[config.mk]
export PLATFORM = sky130hd
export DESIGN_NAME = retry_diag
export DESIGN_NICKNAME = d
export VERILOG_FILES = /design/src/retry_diag.v
export VERILOG_INCLUDE_DIRS = /design/src
export SDC_FILE = /design/constraint.sdc
export NUM_CORES = 1
export LEC_CHECK = 0
export BUFFER_PORTS_ARGS = -buffer_cell sky130_fd_sc_hd__buf_2
export CAP_MARGIN = 20
export CORE_MARGIN = 5
export CORE_UTILIZATION = 45
export DETAILED_ROUTE_END_ITERATION = 16
export SLEW_MARGIN = 20
export SYNTH_ARGS = -nofsm -noshare
export SYNTH_HDL_FRONTEND = slang
export SYNTH_SLANG_ARGS = --single-unit
[constraint.sdc]
create_clock -name i_ref_clk -period 2.75 [get_ports i_ref_clk]
set_input_delay 0.55 -clock i_ref_clk [delete_from_list [all_inputs] [get_ports i_ref_clk]]
set_output_delay 0.55 -clock i_ref_clk [all_outputs]
set_load 0.02 [all_outputs]
[src/retry_diag_defs.vh]
// constants for the per-channel auto-restart and load diagnostic block
// assumes a 100 MHz reference clock; included by the design file only
`ifndef RETRY_DIAG_DEFS_VH
`define RETRY_DIAG_DEFS_VH

// ----------------------------------------
// register map (word index = address)
// ----------------------------------------
`define ADDR_RETRY_CFG0 4'h0
`define ADDR_RETRY_CFG1 4'h1
`define ADDR_CHAN_CFG0 4'h2
`define ADDR_CHAN_CFG1 4'h3
`define ADDR_FAULT0 4'h4
`define ADDR_FAULT1 4'h5
`define ADDR_STATUS 4'h6
`define ADDR_RETRY_CNT0 4'h7
`define ADDR_RETRY_CNT1 4'h8

// ----------------------------------------
// restart configuration fields
// ----------------------------------------
`define RC_SEL 0
`define RC_UNLIM 1
`define RC_PER_LO 2
`define RC_PER_HI 3

// ----------------------------------------
// channel configuration fields
// ----------------------------------------
`define CC_PROFILE 0
`define CC_OS_DIS 1
`define CC_OLOFF_DIS 2
`define CC_OPEN_LOAD_ON_DETECT_DISABLE 3
`define CC_LOW_RANGE 4
`define CC_DIR_DIS 5
`define CC_INT_PWM 6
`define CC_FAST_SLEW 7

// ----------------------------------------
// fault register fields
// ----------------------------------------
`define FR_OS 0
`define FR_OLOFF 1
`define FR_OPEN_LOAD_ON_FLAG 2
`define FR_FAULT 3
`define FR_LATCHED 4

// ----------------------------------------
// status register fields
// ----------------------------------------
`define ST_FULL0 4
`define ST_FULL1 5

// ----------------------------------------
// timing
// ----------------------------------------
`define CLK_MHZ 100
`define OLLED_MS 150
`define RETRY_MAX 4'hf
`endif

[src/retry_diag.v]
// two-channel auto-restart, restart counter and load diagnostic logic
// assumes comparator inputs are asynchronous and pass through synchronisers here
// How it works
// - restart enabled when select equals profile bit
// - restart starts on fault control with condition
// - restart after period chosen by bits 3:2
// - cause gone: normal run, fault flag stays
// - unlimited mode never latches the channel off while restart is enabled
// - limited mode counts restarts up to 15
// - 16th restart sets full, none left
// - fault at final restart latches channel off
// - delatch turns channel on, counter kept
// - counter cleared on reset events and disable
// - unlimited reset delatches, restart after period
// - lighting clears duration counter each restart
// - motor clears counter after first clean period
// - off-state short to supply flagged, live
// - short flag sticky until read, disable bit
// - off-state open load flagged, sticky until read
// - high range on-state open load continuous
// - high range read clears by state rule
// - low range check periodic, fast slew only
// - internal pwm checks every 150 ms off-edge
// - direct input checks each off edge
// - low range clears after clean detection read
//
// The strobed register port and the placing of the registers were left to the implementer.
`timescale 1ns/1ps
`include "retry_diag_defs.vh"

module retry_diag #(
	parameter integer OLLED_CYCLES = `OLLED_MS * 1000 * `CLK_MHZ,
	parameter integer PERIOD_UNIT = 1000000
) (
	input wire i_ref_clk,
	input wire i_reset_n,
	input wire [3:0] i_addr,
	input wire [7:0] i_wdata,
	input wire i_wr,
	input wire i_rd,
	output reg [7:0] o_rdata,
	input wire [1:0] i_on_request,
	input wire [1:0] i_retry_cond,
	input wire [1:0] i_fault_control_signal,
	input wire [1:0] i_delatch,
	input wire i_failsafe_enter,
	input wire i_sleep_exit,
	input wire [1:0] i_out_above_os,
	input wire [1:0] i_out_above_ol,
	input wire [1:0] i_load_below_ol,
	input wire [1:0] i_overcurrent,
	output reg [1:0] o_channel_on,
	output reg [1:0] o_oc_duration_clear,
	output reg o_fault_status_pin_n
);

	// restart period in cycles from the two-bit field
	function [31:0] period_cycles;
		input [1:0] sel;
		begin
			period_cycles = (sel + 32'h1) * PERIOD_UNIT;
		end
	endfunction

	// ----------------------------------------
	// input synchronisers
	// ----------------------------------------
	reg [13:0] sync1_q;
	reg [13:0] sync2_q;
	wire [13:0] raw_in = {i_retry_cond, i_fault_control_signal, i_out_above_os, i_out_above_ol,
		i_load_below_ol, i_overcurrent, i_failsafe_enter, i_sleep_exit};

	// two flops on the comparator, fault and mode inputs; i_on_request and i_delatch are read without them
	always @(posedge i_ref_clk or negedge i_reset_n) begin
		if (!i_reset_n) begin
			sync1_q <= 14'h0;
			sync2_q <= 14'h0;
		end else begin
			sync1_q <= raw_in;
			sync2_q <= sync1_q;
		end
	end

	wire [1:0] retry_s = sync2_q[13:12];
	wire [1:0] fc_s = sync2_q[11:10];
	wire [1:0] os_s = sync2_q[9:8];
	wire [1:0] ol_s = sync2_q[7:6];
	wire [1:0] lowi_s = sync2_q[5:4];
	wire [1:0] oc_s = sync2_q[3:2];
	wire failsafe_s = sync2_q[1];
	wire sleep_exit_s = sync2_q[0];

	// ----------------------------------------
	// configuration and state registers
	// ----------------------------------------
	reg [3:0] rcfg_q [0:1];
	reg [7:0] ccfg_q [0:1];
	reg [3:0] cnt_q [0:1];
	reg [1:0] full_q;
	reg [1:0] latched_q;
	reg [1:0] fault_q;
	reg [1:0] os_flag_q;
	reg [1:0] oloff_flag_q;
	reg [1:0] open_load_on_flag_flag_q;
	reg [1:0] open_load_on_flag_clean_q;
	reg [1:0] waiting_q;
	reg [31:0] timer_q [0:1];
	reg [31:0] olled_q [0:1];
	reg [1:0] on_prev_q;
	reg [1:0] oc_seen_q;

	wire rd_f0 = i_rd && (i_addr == `ADDR_FAULT0);
	wire rd_f1 = i_rd && (i_addr == `ADDR_FAULT1);
	wire [1:0] fault_rd = {rd_f1, rd_f0};

	// ----------------------------------------
	// per-channel logic
	// ----------------------------------------
	genvar c;
	generate
		for (c = 0; c < 2; c = c + 1) begin : ch
			wire [7:0] cc = ccfg_q[c];
			wire [3:0] rc = rcfg_q[c];
			wire wr_rc = i_wr && (i_addr == `ADDR_RETRY_CFG0 + c);
			wire en = (rc[`RC_SEL] == cc[`CC_PROFILE]);
			// disabling edge: 1-0 for motor, 0-1 for lighting
			wire dis_edge = wr_rc && en && (i_wdata[`RC_SEL] != cc[`CC_PROFILE]);
			wire unlim_set = wr_rc && i_wdata[`RC_UNLIM];
			wire cnt_clr = failsafe_s || sleep_exit_s || dis_edge || unlim_set;
			wire on_now = i_on_request[c] && !latched_q[c] && !waiting_q[c];
			wire off_edge = on_prev_q[c] && !on_now;
			wire low = cc[`CC_LOW_RANGE];
			wire open_load_on_flag_en = !cc[`CC_OPEN_LOAD_ON_DETECT_DISABLE];
			// low range: only periodic with fast slew
			wire ll_int = cc[`CC_INT_PWM] && (olled_q[c] >= OLLED_CYCLES) && off_edge;
			wire ll_dir = !cc[`CC_INT_PWM] && off_edge;
			wire ll_chk = low && cc[`CC_FAST_SLEW] && (ll_int || ll_dir);
			wire open_load_on_flag_det = open_load_on_flag_en && (low ? (ll_chk && lowi_s[c]) : (on_now && lowi_s[c]));
			wire os_det = !on_now && !cc[`CC_OS_DIS] && os_s[c];
			wire oloff_det = !on_now && !cc[`CC_OLOFF_DIS] && ol_s[c];
			// high range clear rule; low range needs a clean check first
			wire open_load_on_flag_rdclr = fault_rd[c] && (low ? open_load_on_flag_clean_q[c]
				: (!on_now || !lowi_s[c]));

			always @(posedge i_ref_clk or negedge i_reset_n) begin
				if (!i_reset_n) begin
					cnt_q[c] <= 4'h0;
					full_q[c] <= 1'b0;
					latched_q[c] <= 1'b0;
					fault_q[c] <= 1'b0;
					waiting_q[c] <= 1'b0;
					timer_q[c] <= 32'h0;
					os_flag_q[c] <= 1'b0;
					oloff_flag_q[c] <= 1'b0;
					open_load_on_flag_flag_q[c] <= 1'b0;
					open_load_on_flag_clean_q[c] <= 1'b0;
					olled_q[c] <= 32'h0;
					on_prev_q[c] <= 1'b0;
					oc_seen_q[c] <= 1'b0;
					o_oc_duration_clear[c] <= 1'b0;
				end else begin
					on_prev_q[c] <= on_now;
					o_oc_duration_clear[c] <= 1'b0;
					// fault flag: set wins over read clear
					if (fc_s[c] && retry_s[c])
						fault_q[c] <= 1'b1;
					else if (fault_rd[c])
						fault_q[c] <= 1'b0;
					// restart sequencing
					if (i_delatch[c]) begin
						latched_q[c] <= 1'b0;
						waiting_q[c] <= 1'b0;
					end else if (unlim_set && latched_q[c] && en) begin
						latched_q[c] <= 1'b0;
						waiting_q[c] <= 1'b1;
						timer_q[c] <= period_cycles(rc[`RC_PER_HI:`RC_PER_LO]);
					end else if (waiting_q[c]) begin
						if (timer_q[c] <= 32'h1) begin
							waiting_q[c] <= 1'b0;
							o_oc_duration_clear[c] <= !cc[`CC_PROFILE];
						end else
							timer_q[c] <= timer_q[c] - 32'h1;
					end else if (en && fc_s[c] && retry_s[c] && !latched_q[c]) begin
						if (!rc[`RC_UNLIM] && full_q[c] && cnt_q[c] == 4'h0) begin
							latched_q[c] <= 1'b1;
						end else begin
							waiting_q[c] <= 1'b1;
							timer_q[c] <= period_cycles(rc[`RC_PER_HI:`RC_PER_LO]);
							if (!rc[`RC_UNLIM]) begin
								if (cnt_q[c] == `RETRY_MAX && !full_q[c]) begin
									full_q[c] <= 1'b1;
									cnt_q[c] <= 4'h0;
								end else if (!full_q[c])
									cnt_q[c] <= cnt_q[c] + 4'h1;
							end
						end
					end else if (!en && fc_s[c] && retry_s[c])
						latched_q[c] <= 1'b1;
					if (cnt_clr) begin
						cnt_q[c] <= 4'h0;
						full_q[c] <= 1'b0;
					end
					// motor: first clean period clears duration count
					if (on_now && oc_s[c])
						oc_seen_q[c] <= 1'b1;
					else if (off_edge)
						oc_seen_q[c] <= 1'b0;
					if (cc[`CC_PROFILE] && off_edge && !oc_seen_q[c] && !oc_s[c])
						o_oc_duration_clear[c] <= 1'b1;
					// diagnostic flags, set wins over read
					if (os_det)
						os_flag_q[c] <= 1'b1;
					else if (fault_rd[c])
						os_flag_q[c] <= 1'b0;
					if (oloff_det)
						oloff_flag_q[c] <= 1'b1;
					else if (fault_rd[c])
						oloff_flag_q[c] <= 1'b0;
					if (open_load_on_flag_det)
						open_load_on_flag_flag_q[c] <= 1'b1;
					else if (open_load_on_flag_rdclr)
						open_load_on_flag_flag_q[c] <= 1'b0;
					if (ll_chk)
						open_load_on_flag_clean_q[c] <= !lowi_s[c];
					if (ll_chk && ll_int)
						olled_q[c] <= 32'h0;
					else if (olled_q[c] < OLLED_CYCLES)
						olled_q[c] <= olled_q[c] + 32'h1;
				end
			end
		end
	endgenerate

	// ----------------------------------------
	// configuration writes
	// ----------------------------------------
	always @(posedge i_ref_clk or negedge i_reset_n) begin
		if (!i_reset_n) begin
			rcfg_q[0] <= 4'h0;
			rcfg_q[1] <= 4'h0;
			ccfg_q[0] <= 8'h0;
			ccfg_q[1] <= 8'h0;
		end else if (i_wr) begin
			case (i_addr)
				`ADDR_RETRY_CFG0: rcfg_q[0] <= i_wdata[3:0];
				`ADDR_RETRY_CFG1: rcfg_q[1] <= i_wdata[3:0];
				`ADDR_CHAN_CFG0: ccfg_q[0] <= i_wdata;
				`ADDR_CHAN_CFG1: ccfg_q[1] <= i_wdata;
				default: ;
			endcase
		end
	end

	// ----------------------------------------
	// read port and outputs
	// ----------------------------------------
	wire [1:0] open_load_on_flag_live;
	assign open_load_on_flag_live[0] = o_channel_on[0] && lowi_s[0] && !ccfg_q[0][`CC_OPEN_LOAD_ON_DETECT_DISABLE];
	assign open_load_on_flag_live[1] = o_channel_on[1] && lowi_s[1] && !ccfg_q[1][`CC_OPEN_LOAD_ON_DETECT_DISABLE];
	wire [1:0] os_live;
	assign os_live[0] = !o_channel_on[0] && os_s[0] && !ccfg_q[0][`CC_OS_DIS];
	assign os_live[1] = !o_channel_on[1] && os_s[1] && !ccfg_q[1][`CC_OS_DIS];
	wire [1:0] oloff_live;
	assign oloff_live[0] = !o_channel_on[0] && ol_s[0] && !ccfg_q[0][`CC_OLOFF_DIS];
	assign oloff_live[1] = !o_channel_on[1] && ol_s[1] && !ccfg_q[1][`CC_OLOFF_DIS];

	// read data one cycle after the strobe, zero otherwise
	always @(posedge i_ref_clk or negedge i_reset_n) begin
		if (!i_reset_n) begin
			o_rdata <= 8'h0;
			o_channel_on <= 2'h0;
			o_fault_status_pin_n <= 1'b1;
		end else begin
			o_channel_on[0] <= i_on_request[0] && !latched_q[0] && !waiting_q[0];
			o_channel_on[1] <= i_on_request[1] && !latched_q[1] && !waiting_q[1];
			// live fault reporting, low while latched off
			o_fault_status_pin_n <= !(|latched_q || |os_live || |oloff_live
				|| |open_load_on_flag_live);
			o_rdata <= 8'h0;
			if (i_rd) begin
				case (i_addr)
					`ADDR_RETRY_CFG0: o_rdata <= {4'h0, rcfg_q[0]};
					`ADDR_RETRY_CFG1: o_rdata <= {4'h0, rcfg_q[1]};
					`ADDR_CHAN_CFG0: o_rdata <= ccfg_q[0];
					`ADDR_CHAN_CFG1: o_rdata <= ccfg_q[1];
					`ADDR_FAULT0: o_rdata <= {3'h0, latched_q[0], fault_q[0],
						open_load_on_flag_flag_q[0], oloff_flag_q[0], os_flag_q[0]};
					`ADDR_FAULT1: o_rdata <= {3'h0, latched_q[1], fault_q[1],
						open_load_on_flag_flag_q[1], oloff_flag_q[1], os_flag_q[1]};
					`ADDR_STATUS: o_rdata <= {2'h0, full_q, 4'h0};
					`ADDR_RETRY_CNT0: o_rdata <= {cnt_q[0], 4'h0};
					`ADDR_RETRY_CNT1: o_rdata <= {cnt_q[1], 4'h0};
					default: o_rdata <= 8'h0;
				endcase
			end
		end
	end

endmodule // retry_diag

Word-level counts from Yosys, hierarchy flattened --
Cells that the tools add are included. W data, S select, Z words.
Operators by class: add/sub/neg operators 8, multiply operators 2, magnitude comparators 6, equal/unequal tests 34, mux-type cells 104, bitwise gates (word level) 2, reductions and logical operators 168
Operators by type and width (number):
- $mux W32 | 14
- $logic_and A1 B1 Y1 | 86
- $mux W4 | 18
- $pmux W8 S9 | 1
- $mux W1 | 70
- $add A32 B1 Y32 const B | 2
- $ge A32 B24 Y1 const B | 2
- $le A32 B1 Y1 const B | 2
- $lt A32 B24 Y1 const B | 2
- $sub A32 B1 Y32 const B | 2
- $mul A3 B14 Y17 const B | 2
- $reduce_bool A2 Y1 | 16
- $logic_not A1 Y1 | 31
- $reduce_and A7 Y1 | 4
- $eq A4 B3 Y1 const B | 4
- $eq A4 B4 Y1 const B | 3
- $logic_not A4 Y1 | 3
- $logic_or A1 B1 Y1 | 12
- $ne A2 B1 Y1 const B | 6
- $ne A3 B3 Y1 const B | 4
- $add A4 B1 Y4 const B | 2
- $eq A4 B2 Y1 const B | 2
- $mux W8 | 1
- $ne A2 B2 Y1 const B | 4
- other kinds (14) | 31
Word-level totals: register bits after elaboration 221, bits of input ports 34, output and inout port bits 13, word-level logic and storage cells 361

Logic depth before layout (Yosys ltp) --
Gate-level depths: netlist (run 1).
depth in word-level cells 12, gate-level depth with buffers 10, gate-level depth less buffers 10

Worst setup path after synthesis (run 1) --
Ideal clock, no wire load.
path kind register to register, start point register timer_q[35] in the netlist's numbering, end point register timer_q[55] in the netlist's numbering, library setup time 101 ps, data arrival time 2820 ps, required time 2649 ps, path slack -171 ps, stages on the path, launching flop included 9, path buffers 2, clock period less this slack 2921 ps, cell sequence dfrtp_1 > or4_1 > buf_2 > or4_4 > buf_6 > or2_4 > or4_1 > or3_1 > o311ai_2
On the way: word-level cells in the longest chain between the ends 4, elaborated cells between the ends (all ways) 7, classes of those cells 1 x add/sub; 1 x order compare; 1 x eq/ne; 3 x mux; 1 x reduce/logical
Ends and longest elaborated chain:
- start: declaration | line retry_diag.v:107 | reg [31:0] timer_q [0:1];
- start signal: indexed assignment | line retry_diag.v:176 | timer_q[c] <= period_cycles(rc[`RC_PER_HI:`RC_PER_LO]);
- start signal: indexed assignment | line retry_diag.v:182 | timer_q[c] <= timer_q[c] - 32'h1;
- start signal: indexed assignment | line retry_diag.v:188 | timer_q[c] <= period_cycles(rc[`RC_PER_HI:`RC_PER_LO]);
- $sub A32 B1 Y32 | line retry_diag.v:182
- $mux W32 | line retry_diag.v:178 | if (timer_q[c] <= 32'h1) begin
- $mux W32 | line retry_diag.v:177 | end else if (waiting_q[c]) begin
- $mux W32 | line retry_diag.v:173 | end else if (unlim_set && latched_q[c] && en) begin
Parallel ways exist; a longest one is shown, timed or not. The select of a mux whose other input is x is not followed. A chain may end at the register's enable or synchronous reset.

Worst setup path in the final report (run 1) --
start point register timer_q[43] in the netlist's numbering, end point register timer_q[55] in the netlist's numbering
The elaborated chain is that of the path after synthesis.

==> flow_metrics.py, run 1 <==
metrics = {
    "status": {
        "status": "finished, final reports clean",
    },
    "min_path": {
        "min_from": "i_load_below_ol[0]",
        "whs_path_depth": 1,
        "min_to": "sync1_q[4]",
        "hold_path.class": "primary input to flop",
    },
    "finish": {
        "antenna_cells": 0,
        "nFillCells": 2277,
        "final_common_cell": "dfrtp_1",
        "register_area_mm2": 0.005482,
        "drive_above_1_share_pct": 17.03,
        "multi_input_area_mm2": 0.005493,
        "area_growth_pct": 18.73,
        "final_cell_mix": "dfrtp_1, o21ai_0, nor2_1",
        "nets": 1378,
    },
    "floorplan": {
        "dieArea_mm2": 0.02836,
        "ios": 47,
        "rows": 58,
        "initial_utilization_pct": 45.23,
        "die_h_um": 168.4,
        "core_area_mm2": 0.02496,
        "die_x_um": 168.4,
    },
    "cts": {
        "h-tree-depth": 1,
        "numCtsBuffers": 27,
        "clock_tree.buffer_depth": 3,
        "clk_pin_slew_ns": 0.06,
        "cts-root-buf": "clkbuf_16",
        "tritoncts": "done",
        "cts.sinks": 219,
        "clk_latency_ns": 0.53,
    },
    "power_and_ir_drop": {
        "cellLeakagePower_nw": 5.908,
        "p_per_area_mw_per_mm2": 823.6,
        "ir_worst_vdd_v": 0.0007729,
        "finalPower_mw": 11.04,
    },
    "place": {
        "port_buffers": 46,
        "hpwl_mm": 19.85,
        "gp_congestion": 0.8668,
    },
    "routing": {
        "postRouteAntennaNets": 0,
        "wl_per_cell_um": 16.94,
        "routed_wl_mm": 28.17,
        "drt_pass1_iterations": 5,
        "drc": 0,
        "num_vias": 9414,
        "avgViaCountPerCell": 5.661,
        "drt_first_iter_violations": 778,
    },
    "timing": {
        "slew_headroom_pct": 31.80,
        "finalMaxSlewViolations": 0,
        "fmax_ghz": 0.3667,
        "setup-tns-final_ns": 0,
        "hold_violations": 0,
        "fin_crit_sh_pct": 99.17,
        "rsz0062_at_grt": "true",
        "tightest_slew_ns": 1.015,
        "setup_viol": 0,
        "skew_ns": 0.008974,
        "period_needed_ns": 2.727,
    },
    "grt": {
        "grtUsageTotal_pct": 19.67,
        "grt_overflow": 0,
        "antenna_found_initial": 2,
        "grt_pass1_wl_mm": 46.72,
        "grt_pass1_vias": 8978,
        "grt_start_max_net_pins": 54,
    },
    "synth": {
        "synth_top_area_share_pct": 48.31,
        "syn_inst": 1206,
        "ys.flop_type": "dfrtp_1",
        "synth_fp_nets": 1270,
        "syn-cell-area_mm2": 0.01129,
        "ys_ff_latch": 219,
        "synth-edff-count": 0,
        "yosys_warnings": 0,
        "async_flop_share_pct": 100.0,
        "synthTopCellsByArea": "dfrtp_1, o21ai_0, nor2_1, nand2_1, ha_1",
        "ys_seq_area_share_pct": 48.54,
        "synth.avg_cell_area_um2": 9.363,
        "synth_cell_types": 73,
        "synth_area_leader_cell": "dfrtp_1",
    },
    "worst_setup_path": {
        "reg2reg_to": "timer_q[55]",
        "crit_required_ns": 3.18,
        "crit_fanout": 2,
        "start_kind": "flop",
        "critPathArrivalTime_ns": 3.15,
        "worstSetupPathType": "flop to flop",
        "r2r_cells": 6,
        "critPathCaptureType": "flop",
        "r2r_start": "timer_q[43]",
        "reg2reg_slack_ns": 0.02,
    },
    "run": {
        "drv_cap": 0,
    },
}
[area by class of cell]
cell class,instances,share of cell area [%]
sequential,219,40.89
clock inverter,9,1.129
multi-input combinational,893,40.97
inverter,43,1.232
tap,330,3.080
timing repair inverter,1,0.05600
clock buffer,39,5.973
timing repair buffer,129,6.673
[Yosys cell counts (16+ instances only)]
master and n:
nor4_1 27, and3_1 16, or3_1 18, nor3_1 58, mux2_2 26, nand2_1 97
clkbuf_1 42, o21ai_0 138, nand3_1 55, a31oi_1 22, dfrtp_1 218, a21oi_1 69
nor2_1 111, ha_1 28, nor2b_1 30, inv_1 42, a21o_1 20
[cells by family after synthesis]
kind of cell	count (synthesis)	share of synthesized area, %
AOI/OAI and AO/OA	332	17.95
xor gates and xnor gates	13	1.008
adders and majority gates	30	3.457
buffers and inverters	94	3.379
DFF	219	48.54
muxes	43	4.543
and+or+nand+nor	475	21.12
[stage by stage]
step	area (um2)	setup slack, ns	cells	hold WS, ns	util, %
floorplan	11300	-0.1710	1206	0.2544	-
global placement	12370	0.01438	1612	0.3335	49.57
detailed placement	12370	-0.02356	1612	0.3347	49.57
CTS	13350	0.01624	1661	0.1051	53.46
global route	13410	-0.04710	1663	0.1069	53.70
finish	13410	0.02285	1663	0.1265	53.70
[registers in the layout (all words and copies together), names as in the netlist]
name                       flops
ch.cc                         16
o_rdata                        8
oc_seen_q                      2
o_fault_status_pin_n           1
open_load_on_flag_flag_q       2
latched_q                      2
os_flag_q                      2
sync2_q                       14
o_oc_duration_clear            2
oloff_flag_q                   2
ch.rc                          8
full_q                         2
o_channel_on                   2
timer_q                       64
olled_q                       64
cnt_q                          8
waiting_q                      2
open_load_on_flag_clean_q      2
fault_q                        2
sync1_q                       14
[power breakdown]
part	switching [mW]	internal, mW	total [mW]	leakage (nW)
Sequential	0.634	3.85	4.49	2.73
Clock	1.37	2.38	3.75	0.473
Combinational	1.55	1.25	2.80	2.71
Total	3.55	7.49	11.0	5.91
[worst max-delay path by stage]
stage / from / end / slack (ns) / cells past startpoint
finish: timer_q[43] / timer_q[55] / 0.02 / 6
global route: timer_q[43] / timer_q[55] / -0.05 / 6
CTS: timer_q[43] / timer_q[55] / 0.02 / 6
detailed placement: timer_q[37] / timer_q[54] / -0.02 / 8
global placement: timer_q[37] / timer_q[54] / 0.01 / 8
floorplan: timer_q[35] / timer_q[55] / -0.17 / 8
[timing repair]
item | CTS | global route
gates resized for setup | 2 | 10
buffers inserted | 0 | 1
cloned | 0 | 1
hold buffers | 1 | 0
endpoints found under the hold margin | 43 | 0
pin swaps | 0 | 1
setup endpoints to repair | 2 | 9
[worst max-delay path: stages (launching register included)]
cell	delay [ns]
dfrtp_1	0.37
or4_4	0.53
or4_4	0.52
or2_4	0.24
or4_4	0.42
or3_4	0.33
o311ai_2	0.20
[metal layers]
layer  up-vias  GRT usage [%]  wire [um]
li1       4612              -          -
met3        57          3.029       1236
met4         4          5.610        838
met1      4547          28.52      13510
met2       194          30.80      12560
met5         -              0         26
No activity file was read; power rests on OpenSTA's default activity.
==> run 2, diff against run 1 <==
==> constraint.sdc (replaced) <==
create_clock -name i_ref_clk -period 2.3 [get_ports i_ref_clk]
set_input_delay 0.46 -clock i_ref_clk [delete_from_list [all_inputs] [get_ports i_ref_clk]]
set_output_delay 0.46 -clock i_ref_clk [all_outputs]
set_load 0.02 [all_outputs]
==> run 2 against run 1 <==
  * The flow now finishes with violations (negative setup slack)
  * Core utilization up 5.7 points
  * Largest power group unchanged
  * Clock skew up 0.0046 ns
  * Highest routed layer is now met4
  * Via count up 4.8%
==> flow_metrics.py, run 2 (synthesis results as in run 1) <==
metrics = {
    "finish": {
        "final_cell_mix": "dfrtp_1, buf_4, nor2_1",
        "final_common_cell": "dfrtp_1",
        "drive_above_1_share_pct": 28.58,
        "register_area_mm2": 0.005482,
        "area_growth_pct": 31.34,
        "nFillCells": 2149,
        "multi_input_area_mm2": 0.005868,
        "nets": 1499,
        "antenna_cells": 0,
    },
    "grt": {
        "grt_start_max_net_pins": 66,
        "grt_pass1_wl_mm": 49.20,
        "grt_overflow": 0,
        "antenna_found_initial": 0,
        "grt_pass1_vias": 9615,
        "grtUsageTotal_pct": 20.58,
    },
    "worst_setup_path": {
        "critPathArrivalTime_ns": 3.19,
        "crit_fanout": 2,
        "reg2reg_slack_ns": -0.46,
        "crit_required_ns": 2.73,
        "critPathCaptureType": "flop",
        "start_kind": "flop",
        "worstSetupPathType": "flop to flop",
    },
    "timing": {
        "skew_ns": 0.01354,
        "rsz0062_at_grt": "true",
        "finalMaxSlewViolations": 0,
        "fin_crit_sh_pct": 120.0,
        "tightest_slew_ns": 0.6844,
        "period_needed_ns": 2.759,
        "slew_headroom_pct": 54.02,
        "fin_hold_ws_ns": 0.03524,
        "hold_violations": 0,
        "setup_slack_ns": -0.4592,
        "setup_viol": 61,
        "fmax_ghz": 0.3624,
    },
    "routing": {
        "postRouteAntennaNets": 0,
        "avgViaCountPerCell": 5.539,
        "drt_first_iter_violations": 701,
        "num_vias": 9870,
        "drt_pass1_iterations": 5,
        "drc": 0,
        "wl_per_cell_um": 16.57,
        "routed_wl_mm": 29.52,
    },
    "cts": {
        "clk_pin_slew_ns": 0.07,
        "clk_latency_ns": 0.53,
        "numCtsBuffers": 25,
        "tritoncts": "done",
        "h-tree-depth": 1,
        "cts.sinks": 219,
        "cts-root-buf": "clkbuf_16",
        "clock_tree.buffer_depth": 3,
    },
    "status": {
        "status": "finished, violations left",
        "violations": "negative setup slack",
    },
    "power_and_ir_drop": {
        "cellLeakagePower_nw": 6.654,
        "p_per_area_mw_per_mm2": 934.7,
        "ir_worst_vdd_v": 0.0006864,
        "finalPower_mw": 13.86,
    },
    "floorplan": {
        "initial_utilization_pct": 45.23,
        "rows": 58,
        "core_area_mm2": 0.02496,
        "ios": 47,
        "dieArea_mm2": 0.02836,
        "die_x_um": 168.4,
        "die_h_um": 168.4,
    },
    "min_path": {
        "hold_path.class": "primary input to flop",
    },
    "run": {
        "drv_cap": 0,
    },
    "place": {
        "port_buffers": 46,
        "gp_congestion": 0.8346,
        "hpwl_mm": 19.88,
    },
}
run 2: timing repair:
action / 4_1_cts / 5_1_grt
setup buffers: 15 / 18
setup endpoints to repair: 68 / 87
hold buffers: 1 / 0
endpoints found under the hold margin: 58 / 0
gates cloned: 3 / 2
pin swaps: 15 / 21
resized for setup: 72 / 57
run 2: worst max-delay path, stage by stage, from the launching register on:
cell and delay (ns):
dfrtp_1 0.37, or4_4 0.54, or4_4 0.55, or2_4 0.25
or4_4 0.42, or3_4 0.34, o311ai_2 0.20
run 2: layout make-up:
| type | count | share of cell area (%) |
|---|---|---|
| Sequential cell | 219 | 36.96 |
| Timing Repair inverter | 3 | 0.2278 |
| Multi-Input combinational cell | 893 | 39.57 |
| Tap cell | 330 | 2.784 |
| Inverter | 43 | 1.257 |
| Timing Repair Buffer | 250 | 13.70 |
| Clock buffer | 36 | 4.834 |
| Clock inverter | 8 | 0.6665 |
run 2: path summary, 6_finish.rpt:
path,start,end,cells after the start
setup / recovery,timer_q[34],timer_q[55],6
hold / removal,i_fault_control_signal[0],sync1_q[10],1
setup reg to reg,timer_q[34],timer_q[55],6
hold reg to reg,sync1_q[3],sync2_q[3],0
max in group asynchronous,i_reset_n,timer_q[36],3
min in group asynchronous,i_reset_n,olled_q[7],2
run 2: through the flow:
step	setup slack [ns]	instances	TNS (ns)	util, %	instance area, um2
global route	-0.4964	1782	-13.45	59.41	14830
floorplan	-0.6209	1206	-7.567	-	11440
detailed placement	-0.4461	1702	-14.25	52.72	13160
finish	-0.4592	1782	-8.294	59.41	14830
global placement	-0.4401	1702	-13.62	52.72	13160
CTS	-0.4219	1765	-8.114	57.81	14430
run 2: per-layer routing:
metal / track usage, % / wire (um) / vias up
li1: - / - / 4856
met1: 29.99 / 13860 / 4757
met2: 32.70 / 13860 / 211
met3: 2.888 / 1196 / 46
met4: 5.046 / 608 / 0
met5: 0 / 0 / -
run 2: power by group:
group	internal [mW]	switching (mW)	leakage (nW)
logic	2.26	2.35	3.53
registers	4.61	0.673	2.73
clock network	2.38	1.60	0.396
total	9.24	4.62	6.65
